===== config.mk =====
export PLATFORM = sky130hd
export DESIGN_NAME = slow_time_base_counter
export DESIGN_NICKNAME = d
export VERILOG_FILES = /design/src/rtl/slow_tb_pkg.sv /design/src/rtl/slow_time_base_counter.sv
export SDC_FILE = /design/constraint.sdc
export NUM_CORES = 1
export LEC_CHECK = 0
export BUFFER_PORTS_ARGS = -buffer_cell sky130_fd_sc_hd__buf_2
export CAP_MARGIN = 20
export CORE_MARGIN = 2
export CORE_UTILIZATION = 47
export DETAILED_ROUTE_END_ITERATION = 12
export PLACE_DENSITY = 0.67
export SYNTH_ARGS = -nofsm -noshare
export SYNTH_HDL_FRONTEND = slang
export SYNTH_SLANG_ARGS = --single-unit
export TNS_END_PERCENT = 30

===== constraint.sdc =====
create_clock -name clk -period 5.5 [get_ports clk]
set_input_delay 0.55 -clock clk [delete_from_list [all_inputs] [get_ports clk]]
set_output_delay 0.55 -clock clk [all_outputs]
set_load 0.01 [all_outputs]

===== src/rtl/slow_tb_pkg.sv =====
// constants, register map and field layout of the slow time base counter
package slow_tb_pkg;
   // register indices; byte address is four times the index
   localparam logic [15:0] IDX_TAP_VALUE = 16'hf060;
   localparam logic [15:0] IDX_CONTROL = 16'hf062;
   localparam logic [15:0] IDX_RTC_TAP = 16'hf064;
   localparam logic [15:0] IDX_TRIM_LOW = 16'hf066;
   localparam logic [15:0] IDX_TRIM_HIGH = 16'hf067;
   localparam logic [15:0] IDX_SEL_LOW = 16'hf068;
   localparam logic [15:0] IDX_SEL_HIGH = 16'hf069;
   // reset values
   localparam logic [7:0] RST_CONTROL = 8'h01;
   localparam logic [7:0] RST_SEL_LOW = 8'h30;
   localparam logic [7:0] RST_SEL_HIGH = 8'h06;
   localparam logic [7:0] RST_ZERO = 8'h00;
   // control fields
   localparam int CTL_VIRTUAL_BIT = 7;
   localparam int CTL_HALF_SEC_BIT = 6;
   localparam int CTL_RUN_BIT = 0;
   // trim fields: bit 12 sign, bits 11..0 magnitude
   localparam int TRIM_SIGN_BIT = 12;
   localparam int TRIM_MAG_W = 12;
   localparam int TRIM_ACC_W = 23;
   // divider: 15 bits make one second, taps are the top eight
   localparam int DIV_W = 15;
   localparam int TAP_LSB = 7;
   localparam int TAP_HALF_SEC = 6;
   localparam int TAP_ONE_SEC = 7;
   // port output types
   localparam logic [3:0] PM_CMOS = 4'b0010;
   localparam logic [3:0] PM_OD = 4'b1010;
   localparam logic [3:0] PM_OD_PULL = 4'b1111;
endpackage


===== src/rtl/slow_time_base_counter.sv =====
// slow time base counter with apb registers, tick interrupts and pulse pins
//
// The APB slave port was left to the implementer.
module slow_time_base_counter #(
   parameter int ADDR_W = 18,
   parameter bit ADJUST_EN = 1'b1
) (
   input wire logic clk,
   input wire logic resetn,
   input wire logic clk_en,
   input wire logic slow_clock,
   input wire logic fast_clock_ok,
   input wire logic psel,
   input wire logic penable,
   input wire logic pwrite,
   input wire logic [ADDR_W-1:0] paddr,
   input wire logic [31:0] pwdata,
   output logic [31:0] prdata,
   output logic pready,
   output logic pslverr,
   output logic tick_irq_zero,
   output logic tick_irq_one,
   output logic tick_irq_two,
   output logic adc_trigger,
   output logic rtc_half_second_tick,
   input wire logic [3:0] port_mode_first,
   input wire logic [3:0] port_mode_second,
   output logic pulse_out_first,
   output logic pulse_out_first_oe,
   output logic pulse_out_first_pullup,
   output logic pulse_out_second,
   output logic pulse_out_second_oe,
   output logic pulse_out_second_pullup
);
   import slow_tb_pkg::*;

   typedef enum logic [1:0] {
      AP_IDLE = 2'b00,
      AP_ACCESS = 2'b01
   } apb_state_t;

   apb_state_t apb_reg;
   logic [7:0] control_reg;
   logic [7:0] trim_low_reg;
   logic [7:0] trim_high_reg;
   logic [7:0] sel_low_reg;
   logic [7:0] sel_high_reg;
   logic [DIV_W-1:0] div_reg;
   logic [DIV_W-1:0] rtc_reg;
   logic [TRIM_ACC_W-1:0] acc_reg;
   logic slow_prev_reg;
   logic run_reg;
   logic [2:0] sel_prev_reg;
   logic [DIV_W-1:0] rtc_next;
   logic [TRIM_ACC_W:0] acc_sum;
   logic slow_tick;
   logic wr_now;
   logic [15:0] idx;
   logic [7:0] taps;
   logic [7:0] rtc_taps;
   logic [2:0] sel_now;
   logic [2:0] falls;
   logic [7:0] rd_byte;
   logic mapped;
   logic plain_pick;
   logic rtc_pick;
   logic first_src;
   logic second_src;

   function automatic logic tap_pick(input logic [7:0] t, input logic [2:0] code);
      tap_pick = t[code];
   endfunction

   function automatic logic [2:0] pin_drive(input logic [3:0] mode, input logic val);
      // {out, oe, pullup}; open drain only pulls low
      case (mode)
         PM_CMOS: pin_drive = {val, 1'b1, 1'b0};
         PM_OD: pin_drive = {1'b0, ~val, 1'b0};
         PM_OD_PULL: pin_drive = {1'b0, ~val, 1'b1};
         default: pin_drive = 3'b000;
      endcase
   endfunction

   ////////////////////////////////////////////////////////////////////////////
   // apb decode

   assign idx = 16'(paddr >> 2);
   assign wr_now = clk_en && psel && penable && pwrite && pready;

   always_comb begin
      mapped = 1'b1;
      case (idx)
         IDX_TAP_VALUE: rd_byte = taps;
         IDX_CONTROL: rd_byte = control_reg;
         IDX_RTC_TAP: rd_byte = rtc_taps;
         IDX_TRIM_LOW: rd_byte = trim_low_reg;
         IDX_TRIM_HIGH: rd_byte = trim_high_reg;
         IDX_SEL_LOW: rd_byte = sel_low_reg;
         IDX_SEL_HIGH: rd_byte = sel_high_reg;
         default: begin
            rd_byte = 8'h00;
            mapped = 1'b0;
         end
      endcase
   end

   // answer one cycle after setup; no wait states
   always_ff @(posedge clk) begin
      if (!resetn) begin
         apb_reg <= AP_IDLE;
         pready <= 1'b0;
         pslverr <= 1'b0;
         prdata <= 32'h0000_0000;
      end else if (clk_en) begin
         case (apb_reg)
            AP_IDLE: begin
               if (psel && !penable) begin
                  apb_reg <= AP_ACCESS;
                  pready <= 1'b1;
                  pslverr <= !mapped;
                  prdata <= {24'h00_0000, rd_byte};
               end
            end
            AP_ACCESS: begin
               apb_reg <= AP_IDLE;
               pready <= 1'b0;
               pslverr <= 1'b0;
               prdata <= 32'h0000_0000;
            end
            default: apb_reg <= AP_IDLE;
         endcase
      end
   end

   always_ff @(posedge clk) begin
      if (!resetn) begin
         control_reg <= RST_CONTROL;
         trim_low_reg <= RST_ZERO;
         trim_high_reg <= RST_ZERO;
         sel_low_reg <= RST_SEL_LOW;
         sel_high_reg <= RST_SEL_HIGH;
      end else if (wr_now && mapped) begin
         case (idx)
            IDX_CONTROL: control_reg <= {pwdata[7:6], 5'b00000, pwdata[0]};
            IDX_TRIM_LOW: trim_low_reg <= pwdata[7:0];
            IDX_TRIM_HIGH: trim_high_reg <= {3'b000, pwdata[4:0]};
            IDX_SEL_LOW: sel_low_reg <= {1'b0, pwdata[6:4], 1'b0, pwdata[2:0]};
            IDX_SEL_HIGH: sel_high_reg <= {5'b00000, pwdata[2:0]};
            default: control_reg <= control_reg;
         endcase
      end
   end

   ////////////////////////////////////////////////////////////////////////////
   // divider

   assign slow_tick = slow_prev_reg && !slow_clock;
   assign taps = div_reg[DIV_W-1 -: 8];
   assign rtc_taps = ADJUST_EN ? rtc_reg[DIV_W-1 -: 8] : 8'h00;

   always_ff @(posedge clk) begin
      if (!resetn) begin
         slow_prev_reg <= 1'b0;
      end else if (clk_en) begin
         slow_prev_reg <= slow_clock;
      end
   end

   // run bit is taken on a slow edge, so it lands within one slow cycle
   always_ff @(posedge clk) begin
      if (!resetn) begin
         run_reg <= 1'b1;
      end else if (clk_en && slow_tick) begin
         run_reg <= control_reg[CTL_RUN_BIT];
      end
   end

   always_ff @(posedge clk) begin
      if (!resetn) begin
         div_reg <= '0;
      end else if (wr_now && idx == IDX_TAP_VALUE) begin
         div_reg <= '0;
      end else if (clk_en && slow_tick && run_reg) begin
         div_reg <= div_reg + 1'b1;
      end
   end

   ////////////////////////////////////////////////////////////////////////////
   // frequency trim: a 2^-23 fraction accumulates per slow edge, its carry
   // skips (faster) or holds (slower) one rtc count; the step is 0.119 ppm

   assign acc_sum = {1'b0, acc_reg} + {12'h000, trim_high_reg[3:0], trim_low_reg};

   always_comb begin
      rtc_next = rtc_reg + 1'b1;
      if (acc_sum[TRIM_ACC_W]) begin
         if (trim_high_reg[TRIM_SIGN_BIT-8]) begin
            rtc_next = rtc_reg;
         end else begin
            rtc_next = rtc_reg + DIV_W'(2);
         end
      end
   end

   always_ff @(posedge clk) begin
      if (!resetn || !ADJUST_EN) begin
         rtc_reg <= '0;
         acc_reg <= '0;
      end else if (clk_en && slow_tick && run_reg) begin
         acc_reg <= acc_sum[TRIM_ACC_W-1:0];
         rtc_reg <= rtc_next;
      end
   end

   ////////////////////////////////////////////////////////////////////////////
   // tick interrupts

   assign sel_now = {tap_pick(taps, sel_high_reg[2:0]),
                     tap_pick(taps, sel_low_reg[6:4]),
                     tap_pick(taps, sel_low_reg[2:0])};
   assign falls = sel_prev_reg & ~sel_now;

   // a select change or a clear may show as a fall; software masks it
   always_ff @(posedge clk) begin
      if (!resetn) begin
         sel_prev_reg <= 3'b000;
         tick_irq_zero <= 1'b0;
         tick_irq_one <= 1'b0;
         tick_irq_two <= 1'b0;
         adc_trigger <= 1'b0;
      end else if (clk_en) begin
         sel_prev_reg <= sel_now;
         tick_irq_zero <= falls[0];
         tick_irq_one <= falls[1];
         tick_irq_two <= falls[2];
         adc_trigger <= falls[0];
      end
   end

   ////////////////////////////////////////////////////////////////////////////
   // pulse pins; fast_clock_ok gates the virtual mode, which needs it

   assign plain_pick = control_reg[CTL_HALF_SEC_BIT] ? taps[TAP_HALF_SEC]
                                                      : taps[TAP_ONE_SEC];
   assign rtc_pick = control_reg[CTL_HALF_SEC_BIT] ? rtc_taps[TAP_HALF_SEC]
                                                    : rtc_taps[TAP_ONE_SEC];
   assign first_src = (ADJUST_EN && control_reg[CTL_VIRTUAL_BIT] && fast_clock_ok)
                      ? rtc_pick : plain_pick;
   assign second_src = ADJUST_EN ? rtc_pick : plain_pick;

   always_ff @(posedge clk) begin
      if (!resetn) begin
         {pulse_out_first, pulse_out_first_oe, pulse_out_first_pullup} <= 3'b000;
         {pulse_out_second, pulse_out_second_oe, pulse_out_second_pullup} <= 3'b000;
         rtc_half_second_tick <= 1'b0;
      end else if (clk_en) begin
         {pulse_out_first, pulse_out_first_oe, pulse_out_first_pullup} <=
            pin_drive(port_mode_first, first_src);
         {pulse_out_second, pulse_out_second_oe, pulse_out_second_pullup} <=
            pin_drive(port_mode_second, second_src);
         rtc_half_second_tick <= rtc_pick;
      end
   end
endmodule


==> results of run 1 <==
## cell families after synthesis
group / Yosys count
other: 1
buffers and inverters: 78
AOI/OAI and AO/OA: 125
xor gates and xnor gates: 22
DFF: 103
adders and majority gates: 16
muxes: 72
and+or+nand+nor: 297
## cell usage in the layout, fill, tap and decap left out, types with 8 or more instances in the layout
cell type | netlist | layout
nand2_1 | 82 | 82
dfxtp_1 | 103 | 103
nand3_1 | 31 | 31
o21ai_0 | 18 | 18
and3_1 | 9 | 9
nor3_1 | 16 | 16
ha_1 | 15 | 15
nand4_1 | 17 | 17
mux2i_1 | 62 | 62
a22oi_1 | 8 | 8
clkbuf_16 | 0 | 9
nor2b_1 | 9 | 9
nand2b_1 | 26 | 26
conb_1 | 1 | 24
xnor2_1 | 8 | 8
o21ai_1 | 12 | 12
nor2_1 | 74 | 74
a21oi_1 | 34 | 34
inv_1 | 16 | 16
xor2_1 | 14 | 14
buf_2 | 5 | 60
## metrics by stage
stage | setup slack, ps | util [%] | hold slack (ps)
6_report | 2740 | 52.5 | 451
5_1_grt | 2490 | 52.5 | 459
4_1_cts | 2790 | 52.5 | 453
3_5_place_dp | 2600 | 50.1 | 445
3_3_place_gp | 2660 | 50.1 | 438
2_1_floorplan | 3340 | - | 436
## power by group through the flow
stage / Clock (uW) / Sequential, uW / Combinational, uW
6_report: 661 / 754 / 88.3
5_1_grt: 708 / 754 / 99.5
4_1_cts: 673 / 753 / 88.0
3_5_place_dp: 0 / 771 / 87.8
3_3_place_gp: 0 / 770 / 85.6
2_1_floorplan: 0 / 771 / 67.9
## worst register-to-register path: stages (launching register included)
cell     delay [ps]
dfxtp_1         350
ha_1            420
nand3_1         170
nor2_1          150
and3_1          330
o21a_1          720
mux2i_1         320
mux2i_1         240
## how the worst min path moves through the flow
stage	from	endpoint	slack, ps
floorplan	acc_reg[4]$_SDFFE_PN0P_	acc_reg[4]$_SDFFE_PN0P_	440
global placement	prdata[1]$_SDFFE_PN0P_	prdata[1]$_SDFFE_PN0P_	440
detailed placement	prdata[5]$_SDFFE_PN0P_	prdata[5]$_SDFFE_PN0P_	440
CTS	pwdata[5]	sel_low_reg[5]$_SDFFE_PN1P_	450
global route	pwdata[5]	sel_low_reg[5]$_SDFFE_PN1P_	460
finish	prdata[2]$_SDFFE_PN0P_	prdata[2]$_SDFFE_PN0P_	450
## synth_stat cells (6+ instances only)
cell      number  area, sq um
nand2b_1      26          163
nand4b_1       6         52.6
nand4_1       17          106
nor3_1        16         80.1
and3_1         9         56.3
mux2i_1       62          621
a211oi_1       7         52.6
clkbuf_1      24         90.1
a22oi_1        8         60.1
buf_4         25          188
xor2_1        14          123
nor2_1        74          278
a21oi_1       34          170
o211ai_1       7         52.6
nand3_1       31          155
ha_1          15          188
mux4_2         6          135
o21ai_1       12         60.1
inv_1         16         60.1
dfxtp_1      103         2060
nor2b_1        9         56.3
nand2_1       82          308
xnor2_1        8         70.1
o21ai_0       18         90.1
## area by class of cell
type | instances | area (sq um)
Fill cell | 1190 | 5940
Clock inverter | 6 | 67.6
Timing Repair Buffer | 64 | 330
Clock buffer | 10 | 239
Sequential cell | 103 | 2060
Inverter | 17 | 63.8
Tap cell | 172 | 215
Multi-Input combinational cell | 556 | 3600
## metal layers
layer / part of all wire [%] / wire length (microns) / vias up / track usage (%)
li1: - / - / 2565 / -
met1: 44 / 6440 / 2472 / 27.9
met2: 50 / 7280 / 108 / 39.3
met3: 3.9 / 564 / 15 / 4.89
met4: 1.5 / 223 / 0 / 5.65
met5: 0 / 0 / - / 0
==> reports/qor.csv, run 1 <==
metric;value;unit
status;finished clean;
Lkg Pwr;0.00255;uW
clk slew on worst S/H paths;70;ps
cell mode on critical path;mux2i_1;
Worst Clk Skew;9.36;ps
syn avg cell area;8.39;sq um
CP Launch Type;register;
Synth Register Bits;103;
Worst Setup SP;trim_high_reg[2]$_SDFFE_PN0P_;
hold_buf cts;0;
mux cell area share after synthesis;13.4;%
cts repair resizes;0;
WP data arrival;3040;ps
Post-CTS Setup Inserts;0;
yosys warns;0;
DIE HEIGHT;117;microns
worst setup path class;register to register;
CTS Sinks;103;
largest net degree at the start of global routing;56;
RSZ-0062 raised after global routing;false;
placed cell count;912;
internal power;1140;uW
Slowest cell on crit path;o21a_1;
reg2reg start;trim_high_reg[2]$_SDFFE_PN0P_;
Starting Density;47.8;%
clock tree buffer depth;2;
hold depth;2;
post-synthesis xor/xnor area fraction;3.22;%
crit-path max cell delay;720;ps
Slew @ Worst Pin;814;ps
TritonCTS clock tree;built;
Total GRT Usage;22.4;%
WP data required;5780;ps
TritonCTS Buffers;9;
critical path's top delay family;compound AO/OA/AOI/OAI gates;
I/O Buffers;60;
Max-cap violations;0;
non-filler cells, final;928;
EDFF count, synth;0;
post-synthesis sequential area ratio;34.4;%
Area Growth Syn to Fin;9.80;%
GPL Wtd Cong;0.915;
Worst VDD drop;0.174;mV
CP max FO;15;
WL/cell;15.6;microns
DRT iter0 DRCs;340;
total power;1500;uW
register share of total power;50.1;%
endpoints failing setup;0;
post-DR vias/cell;5.56;
DRC Markers;0;
routed vias;5160;
ys async rst share;0;%
Reg2Reg Depth;7;
Simple-Gate Fraction of Synth Area;25.0;%
share of cells above drive strength 1;12.7;%
Fin. Hold Viols;0;
H-tree depth;3;
Slew Viols, Final;0;
CTS root buffer;clkbuf_16;
I/O pins;111;
DRT Pass-1 Iters;5;
post-synthesis compound-gate area fraction;13.5;%
Die Wd;117;microns
Mapped Cells;714;
fmax;0.362;GHz
Synth Area in Adders;3.47;%
Main synth FF type;dfxtp_1;
Clock Latency Late Sink;360;ps
Rows;41;
Slew Limit Headroom;45.7;%
GR Overflow Total;0;
antenna violations before repair;0;
Worst setup endpoint;rtc_reg[12]$_SDFFE_PN0P_;
fin nets;833;
core area;0.0125;sq mm
dpl hpwl;10500;microns
Placed Area;0.00627;sq mm
Netlist cell types;66;
Die Area;0.0137;sq mm
final critical-path share of the clock period;50.3;%
first-pass GRT wire length;23900;microns
worst reg2reg setup slack;2740;ps
number of flip-flops in the largest register;23;
critical path depth;7;
ordered cell list for the critical path;ha_1 > nand3_1 > nor2_1 > and3_1 > o21a_1 > mux2i_1 > mux2i_1;
mapped cell area;0.00599;sq mm
vias in the first global route;4848;
pwr dens;229;mW/mm^2
setup TNS;0;ps
final WL;14500;microns
Post-DRT Antenna Nets;0;
ANT cells;0;
Clock power frac;44.0;%
Final min period;2760;ps
crit path capture type;register;
Combinational Power Share;5.9;%
largest family of logic cells by synthesized area;simple AND/OR/NAND/NOR gates;
worst reg2reg path endpoint;rtc_reg[12]$_SDFFE_PN0P_;
switch share;23.8;%
Final Instance Area;0.00657;sq mm
Psw;358;uW
CP bufs+invs;0;
Hold WC Path Type;register to register;
No activity file was read; power rests on OpenSTA's default activity.
==> run 2: changes to the inputs <==
--- a/config.mk
+++ b/config.mk
@@ -10,7 +10,7 @@
 export CORE_MARGIN = 2
 export CORE_UTILIZATION = 47
 export DETAILED_ROUTE_END_ITERATION = 12
-export PLACE_DENSITY = 0.67
+export PLACE_DENSITY = 0.7
 export SYNTH_ARGS = -nofsm -noshare
 export SYNTH_HDL_FRONTEND = slang
 export SYNTH_SLANG_ARGS = --single-unit
==> constraint.sdc (replaced) <==
create_clock -name clk -period 2.47 [get_ports clk]
set_input_delay 0.247 -clock clk [delete_from_list [all_inputs] [get_ports clk]]
set_output_delay 0.247 -clock clk [all_outputs]
set_load 0.01 [all_outputs]
==> reports/qor.csv, run 2 (same netlist as run 1, synthesis figures left out) <==
metric;value;unit
status;finished clean;
number of flip-flops in the largest register;23;
Post-DRT Antenna Nets;0;
DRT iter0 DRCs;322;
Area Growth Syn to Fin;11.7;%
DRT Pass-1 Iters;4;
fill count;1170;
WL/cell;15.3;microns
routed vias;5189;
largest net degree at the start of global routing;56;
H-tree depth;3;
post-DR vias/cell;5.52;
core area;0.0125;sq mm
DIE HEIGHT;117;microns
vias in the first global route;4746;
ordered cell list for the critical path;ha_2 > inv_1 > fa_1 > nand2b_1 > a21oi_1 > o21a_2 > o211ai_1 > a21boi_1 > mux2i_1;
switch share;22.9;%
Max-cap violations;0;
dpl hpwl;10600;microns
Slowest cell on crit path;dfxtp_1;
CTS root buffer;clkbuf_16;
CP Launch Type;register;
Worst Clk Skew;8.72;ps
CP max FO;5;
Total GRT Usage;21.7;%
I/O pins;111;
GPL Wtd Cong;0.913;
most frequent cells in the layout;dfxtp_1, nand2_1, nor2_1;
final critical-path share of the clock period;92.9;%
commonest non-fill, non-tap cell in the layout;dfxtp_1;
Hold WC Path Type;primary input to register;
TritonCTS clock tree;built;
non-filler cells, final;940;
register area;0.00206;sq mm
first-pass GRT wire length;23100;microns
Worst VDD drop;0.389;mV
fin nets;844;
Lkg Pwr;0.00261;uW
TritonCTS Buffers;9;
Psw;758;uW
pwr dens;496;mW/mm^2
register share of total power;50.6;%
WP data required;2750;ps
fmax;0.436;GHz
setup TNS;0;ps
endpoints failing setup;0;
final WL;14400;microns
DRC Markers;0;
crit-path max cell delay;370;ps
Slew Viols, Final;0;
Clock power frac;43.2;%
area of the multi-input gates;0.00361;sq mm
worst setup path class;register to register;
GR Overflow Total;0;
crit path capture type;register;
Die Area;0.0137;sq mm
CTS Sinks;103;
Slew Limit Headroom;58.4;%
Final Instance Area;0.00669;sq mm
I/O Buffers;60;
hold_buf cts;0;
Combinational Power Share;6.2;%
Fin. Hold Viols;0;
Die Wd;117;microns
Starting Density;47.8;%
placed cell count;922;
Placed Area;0.00637;sq mm
Clock Latency Late Sink;350;ps
clock tree buffer depth;2;
Final min period;2300;ps
WP data arrival;2580;ps
Fin Hold WS;168;ps
clk slew on worst S/H paths;60;ps
Slew @ Worst Pin;617;ps
antenna violations before repair;1;
internal power;2560;uW
Rows;41;
share of cells above drive strength 1;14.3;%
## run 2: changes by cell type in the layout (fill, tap and decap cells not counted), moves of 2 or more
cell,change
buf_4,+9
buf_12,+2
clkbuf_1,+2
clkinvlp_4,-2
ha_1,-2
ha_2,+2
## run 2: final cells by class
cell class / instances / area share [%]
well taps: 172 / 3.22
multi-input cells: 556 / 53.9
flip-flops and latches: 103 / 30.8
clock inverters: 4 / 0.786
diodes: 1 / 0.0374
clock buffers: 12 / 3.69
repair buffers: 75 / 6.55
inverters: 17 / 0.954
## run 2: power by group through the flow
stage / sequential (uW) / clock (uW) / combinational [uW]
3_3_place_gp: 1720 / 0 / 196
2_1_floorplan: 1720 / 0 / 151
5_1_grt: 1680 / 1540 / 228
6_report: 1680 / 1430 / 204
3_5_place_dp: 1720 / 0 / 202
4_1_cts: 1680 / 1460 / 203
## run 2: layer usage
metal,vias to the layer above,GRT usage [%],part of all wire (%)
li1,2598,-,-
met1,2440,27.3,45
met2,129,37.4,49
met3,22,4.17,4.4
met4,0,7.29,1.9
met5,-,0,0
## run 2: worst max-delay path: cells and delay by family, from the launching register on
| kind | cells | cell delay [ps] |
|---|---|---|
| buffers and inverters | 1 | 60 |
| AO/OA/AOI/OAI | 4 | 810 |
| AND/OR/NAND/NOR | 1 | 200 |
| multiplexers | 1 | 190 |
| flip-flops | 1 | 370 |
| adder cells (fa/ha/maj) | 2 | 590 |
## run 2: final timing paths
check | end | slack (ps) | from | cells past startpoint
max reg2reg | acc_reg[16]$_SDFFE_PN0P_ | 170 | trim_low_reg[0]$_SDFFE_PN0P_ | 9
max | acc_reg[16]$_SDFFE_PN0P_ | 170 | trim_low_reg[0]$_SDFFE_PN0P_ | 9
min | sel_low_reg[5]$_SDFFE_PN1P_ | 170 | pwdata[5] | 3
min reg2reg | prdata[5]$_SDFFE_PN0P_ | 450 | prdata[5]$_SDFFE_PN0P_ | 2
## run 2: through the flow
step | total power (uW) | util (%) | setup WS (ps)
after floorplan | 1870 | - | 306
after global placement | 1910 | 50.9 | 164
after detailed placement | 1920 | 50.9 | 110
after CTS | 3340 | 53.3 | 88.7
after global routing | 3440 | 53.4 | -6.28
final | 3310 | 53.4 | 175
## run 2: timing repair
action                     CTS  global route
setup endpoints to repair    0            18
buffers inserted             0             1
resized for setup            0             5
==> run 3: changes to the inputs <==
--- a/config.mk
+++ b/config.mk
@@ -9,6 +9,7 @@
 export CAP_MARGIN = 20
 export CORE_MARGIN = 2
 export CORE_UTILIZATION = 47
+export CTS_BUF_LIST = sky130_fd_sc_hd__clkbuf_2 sky130_fd_sc_hd__clkbuf_4 sky130_fd_sc_hd__clkbuf_8
 export DETAILED_ROUTE_END_ITERATION = 12
 export PLACE_DENSITY = 0.7
 export SYNTH_ARGS = -nofsm -noshare
==> reports/qor.csv, run 3 (same netlist as run 1, synthesis figures left out) <==
metric;value;unit
status;finished clean;
final critical-path share of the clock period;92.9;%
I/O pins;111;
core area;0.0125;sq mm
WP data arrival;2610;ps
Die Area;0.0137;sq mm
Post-Place Setup Slack;110;ps
internal power;2260;uW
DIE HEIGHT;117;microns
first-pass GRT wire length;23200;microns
Post-DRT Antenna Nets;0;
Combinational Power Share;6.8;%
Worst VDD drop;0.316;mV
DRT Pass-1 Iters;5;
Slew Limit Headroom;57.9;%
WL/cell;15.3;microns
ordered cell list for the critical path;ha_1 > inv_1 > fa_1 > nand2b_1 > a21oi_2 > o21a_2 > o211ai_1 > a21boi_1 > mux2i_1;
crit path capture type;register;
DRC Markers;0;
TritonCTS clock tree;built;
CTS root buffer;clkbuf_8;
crit-path max cell delay;380;ps
register share of total power;56.2;%
GR Overflow Total;0;
WP data required;2790;ps
vias in the first global route;4759;
Rows;41;
total power;2990;uW
DRT iter0 DRCs;285;
setup TNS;0;ps
worst setup path class;register to register;
clk slew on worst S/H paths;90;ps
H-tree depth;3;
most frequent cells in the layout;dfxtp_1, nand2_1, nor2_1;
placed cell count;922;
Hold WC Path Type;primary input to register;
routed vias;5178;
Starting Density;47.8;%
Max-cap violations;0;
Area Growth Syn to Fin;10.2;%
dpl hpwl;10600;microns
post-DR vias/cell;5.51;
I/O Buffers;60;
Psw;726;uW
number of flip-flops in the largest register;23;
Fin. Hold Viols;0;
GPL Wtd Cong;0.913;
Slew @ Worst Pin;625;ps
final WL;14400;microns
switch share;24.3;%
share of cells above drive strength 1;14.6;%
CP Launch Type;register;
Slowest cell on crit path;dfxtp_1;
CP bufs+invs;1;
fin nets;844;
Clock Latency Late Sink;390;ps
largest net degree at the start of global routing;56;
fin worst setup slack;175;ps
TritonCTS Buffers;9;
Die Wd;117;microns
hold_buf cts;0;
Final min period;2290;ps
Clock power frac;37.0;%
pwr dens;453;mW/mm^2
commonest non-fill, non-tap cell in the layout;dfxtp_1;
non-filler cells, final;940;
endpoints failing setup;0;
Slew Viols, Final;0;
fmax;0.436;GHz
Worst Clk Skew;13.2;ps
antenna violations before repair;1;
fin util;52.7;%
Lkg Pwr;0.00257;uW
critical path's top delay family;compound AO/OA/AOI/OAI gates;
clock tree buffer depth;2;
Total GRT Usage;22.0;%
CTS Sinks;103;
CP max FO;5;
## run 3: cell counts in the layout (fill, tap and decap cells not counted)
Identical to the previous run, type by type.
## run 3: worst register-to-register path: cells and delay by family (launching register included)
kind	cells	cell delay, ps
simple gates	1	210
buf+inv	1	70
compound gates	4	770
fa+ha+maj	2	600
mux	1	190
flops	1	380
## run 3: power groups by stage
stage	Clock, uW	Combinational [uW]	Sequential (uW)
6_report	1110	204	1680
5_1_grt	1220	228	1680
4_1_cts	1130	203	1680
3_5_place_dp	0	202	1720
3_3_place_gp	0	196	1720
2_1_floorplan	0	151	1720
## run 3: path summary, 6_finish.rpt
check | start | end | slack [ps] | cells past startpoint
worst min-delay path | pwdata[5] | sel_low_reg[5]$_SDFFE_PN1P_ | 130 | 3
worst min register to register | prdata[5]$_SDFFE_PN0P_ | prdata[5]$_SDFFE_PN0P_ | 450 | 2
worst max-delay path | trim_low_reg[0]$_SDFFE_PN0P_ | acc_reg[16]$_SDFFE_PN0P_ | 180 | 9
worst max register to register | trim_low_reg[0]$_SDFFE_PN0P_ | acc_reg[16]$_SDFFE_PN0P_ | 180 | 9
## run 3: cell type report
cell class                      instances  area [sq um]
Clock inverter                          4          52.6
Multi-Input combinational cell        556          3610
Tap cell                              172           215
Inverter                               17          63.8
Timing Repair Buffer                   75           438
Antenna cell                            1          2.50
Clock buffer                           12           153
Sequential cell                       103          2060
Fill cell                            1189          5920
## run 3: repair_timing
item / CTS / global route
setup buffers: 0 / 1
endpoints found under the hold margin: 0 / 0
gates resized for setup: 0 / 5
endpoints found under the setup margin: 0 / 20
## run 3: stage by stage
stage | hold WS (ps) | instance area [sq um]
5_1_grt | 125 | 6600
4_1_cts | 110 | 6570
3_5_place_dp | 442 | 6370
3_3_place_gp | 438 | 6370
6_report | 127 | 6600
2_1_floorplan | 372 | 6070
## run 3: routing by layer
layer | part of all wire, % | global-route usage [%]
met3 | 4.6 | 5.10
met1 | 45 | 27.4
met2 | 48 | 37.5
met5 | 0 | 0
met4 | 1.9 | 7.29
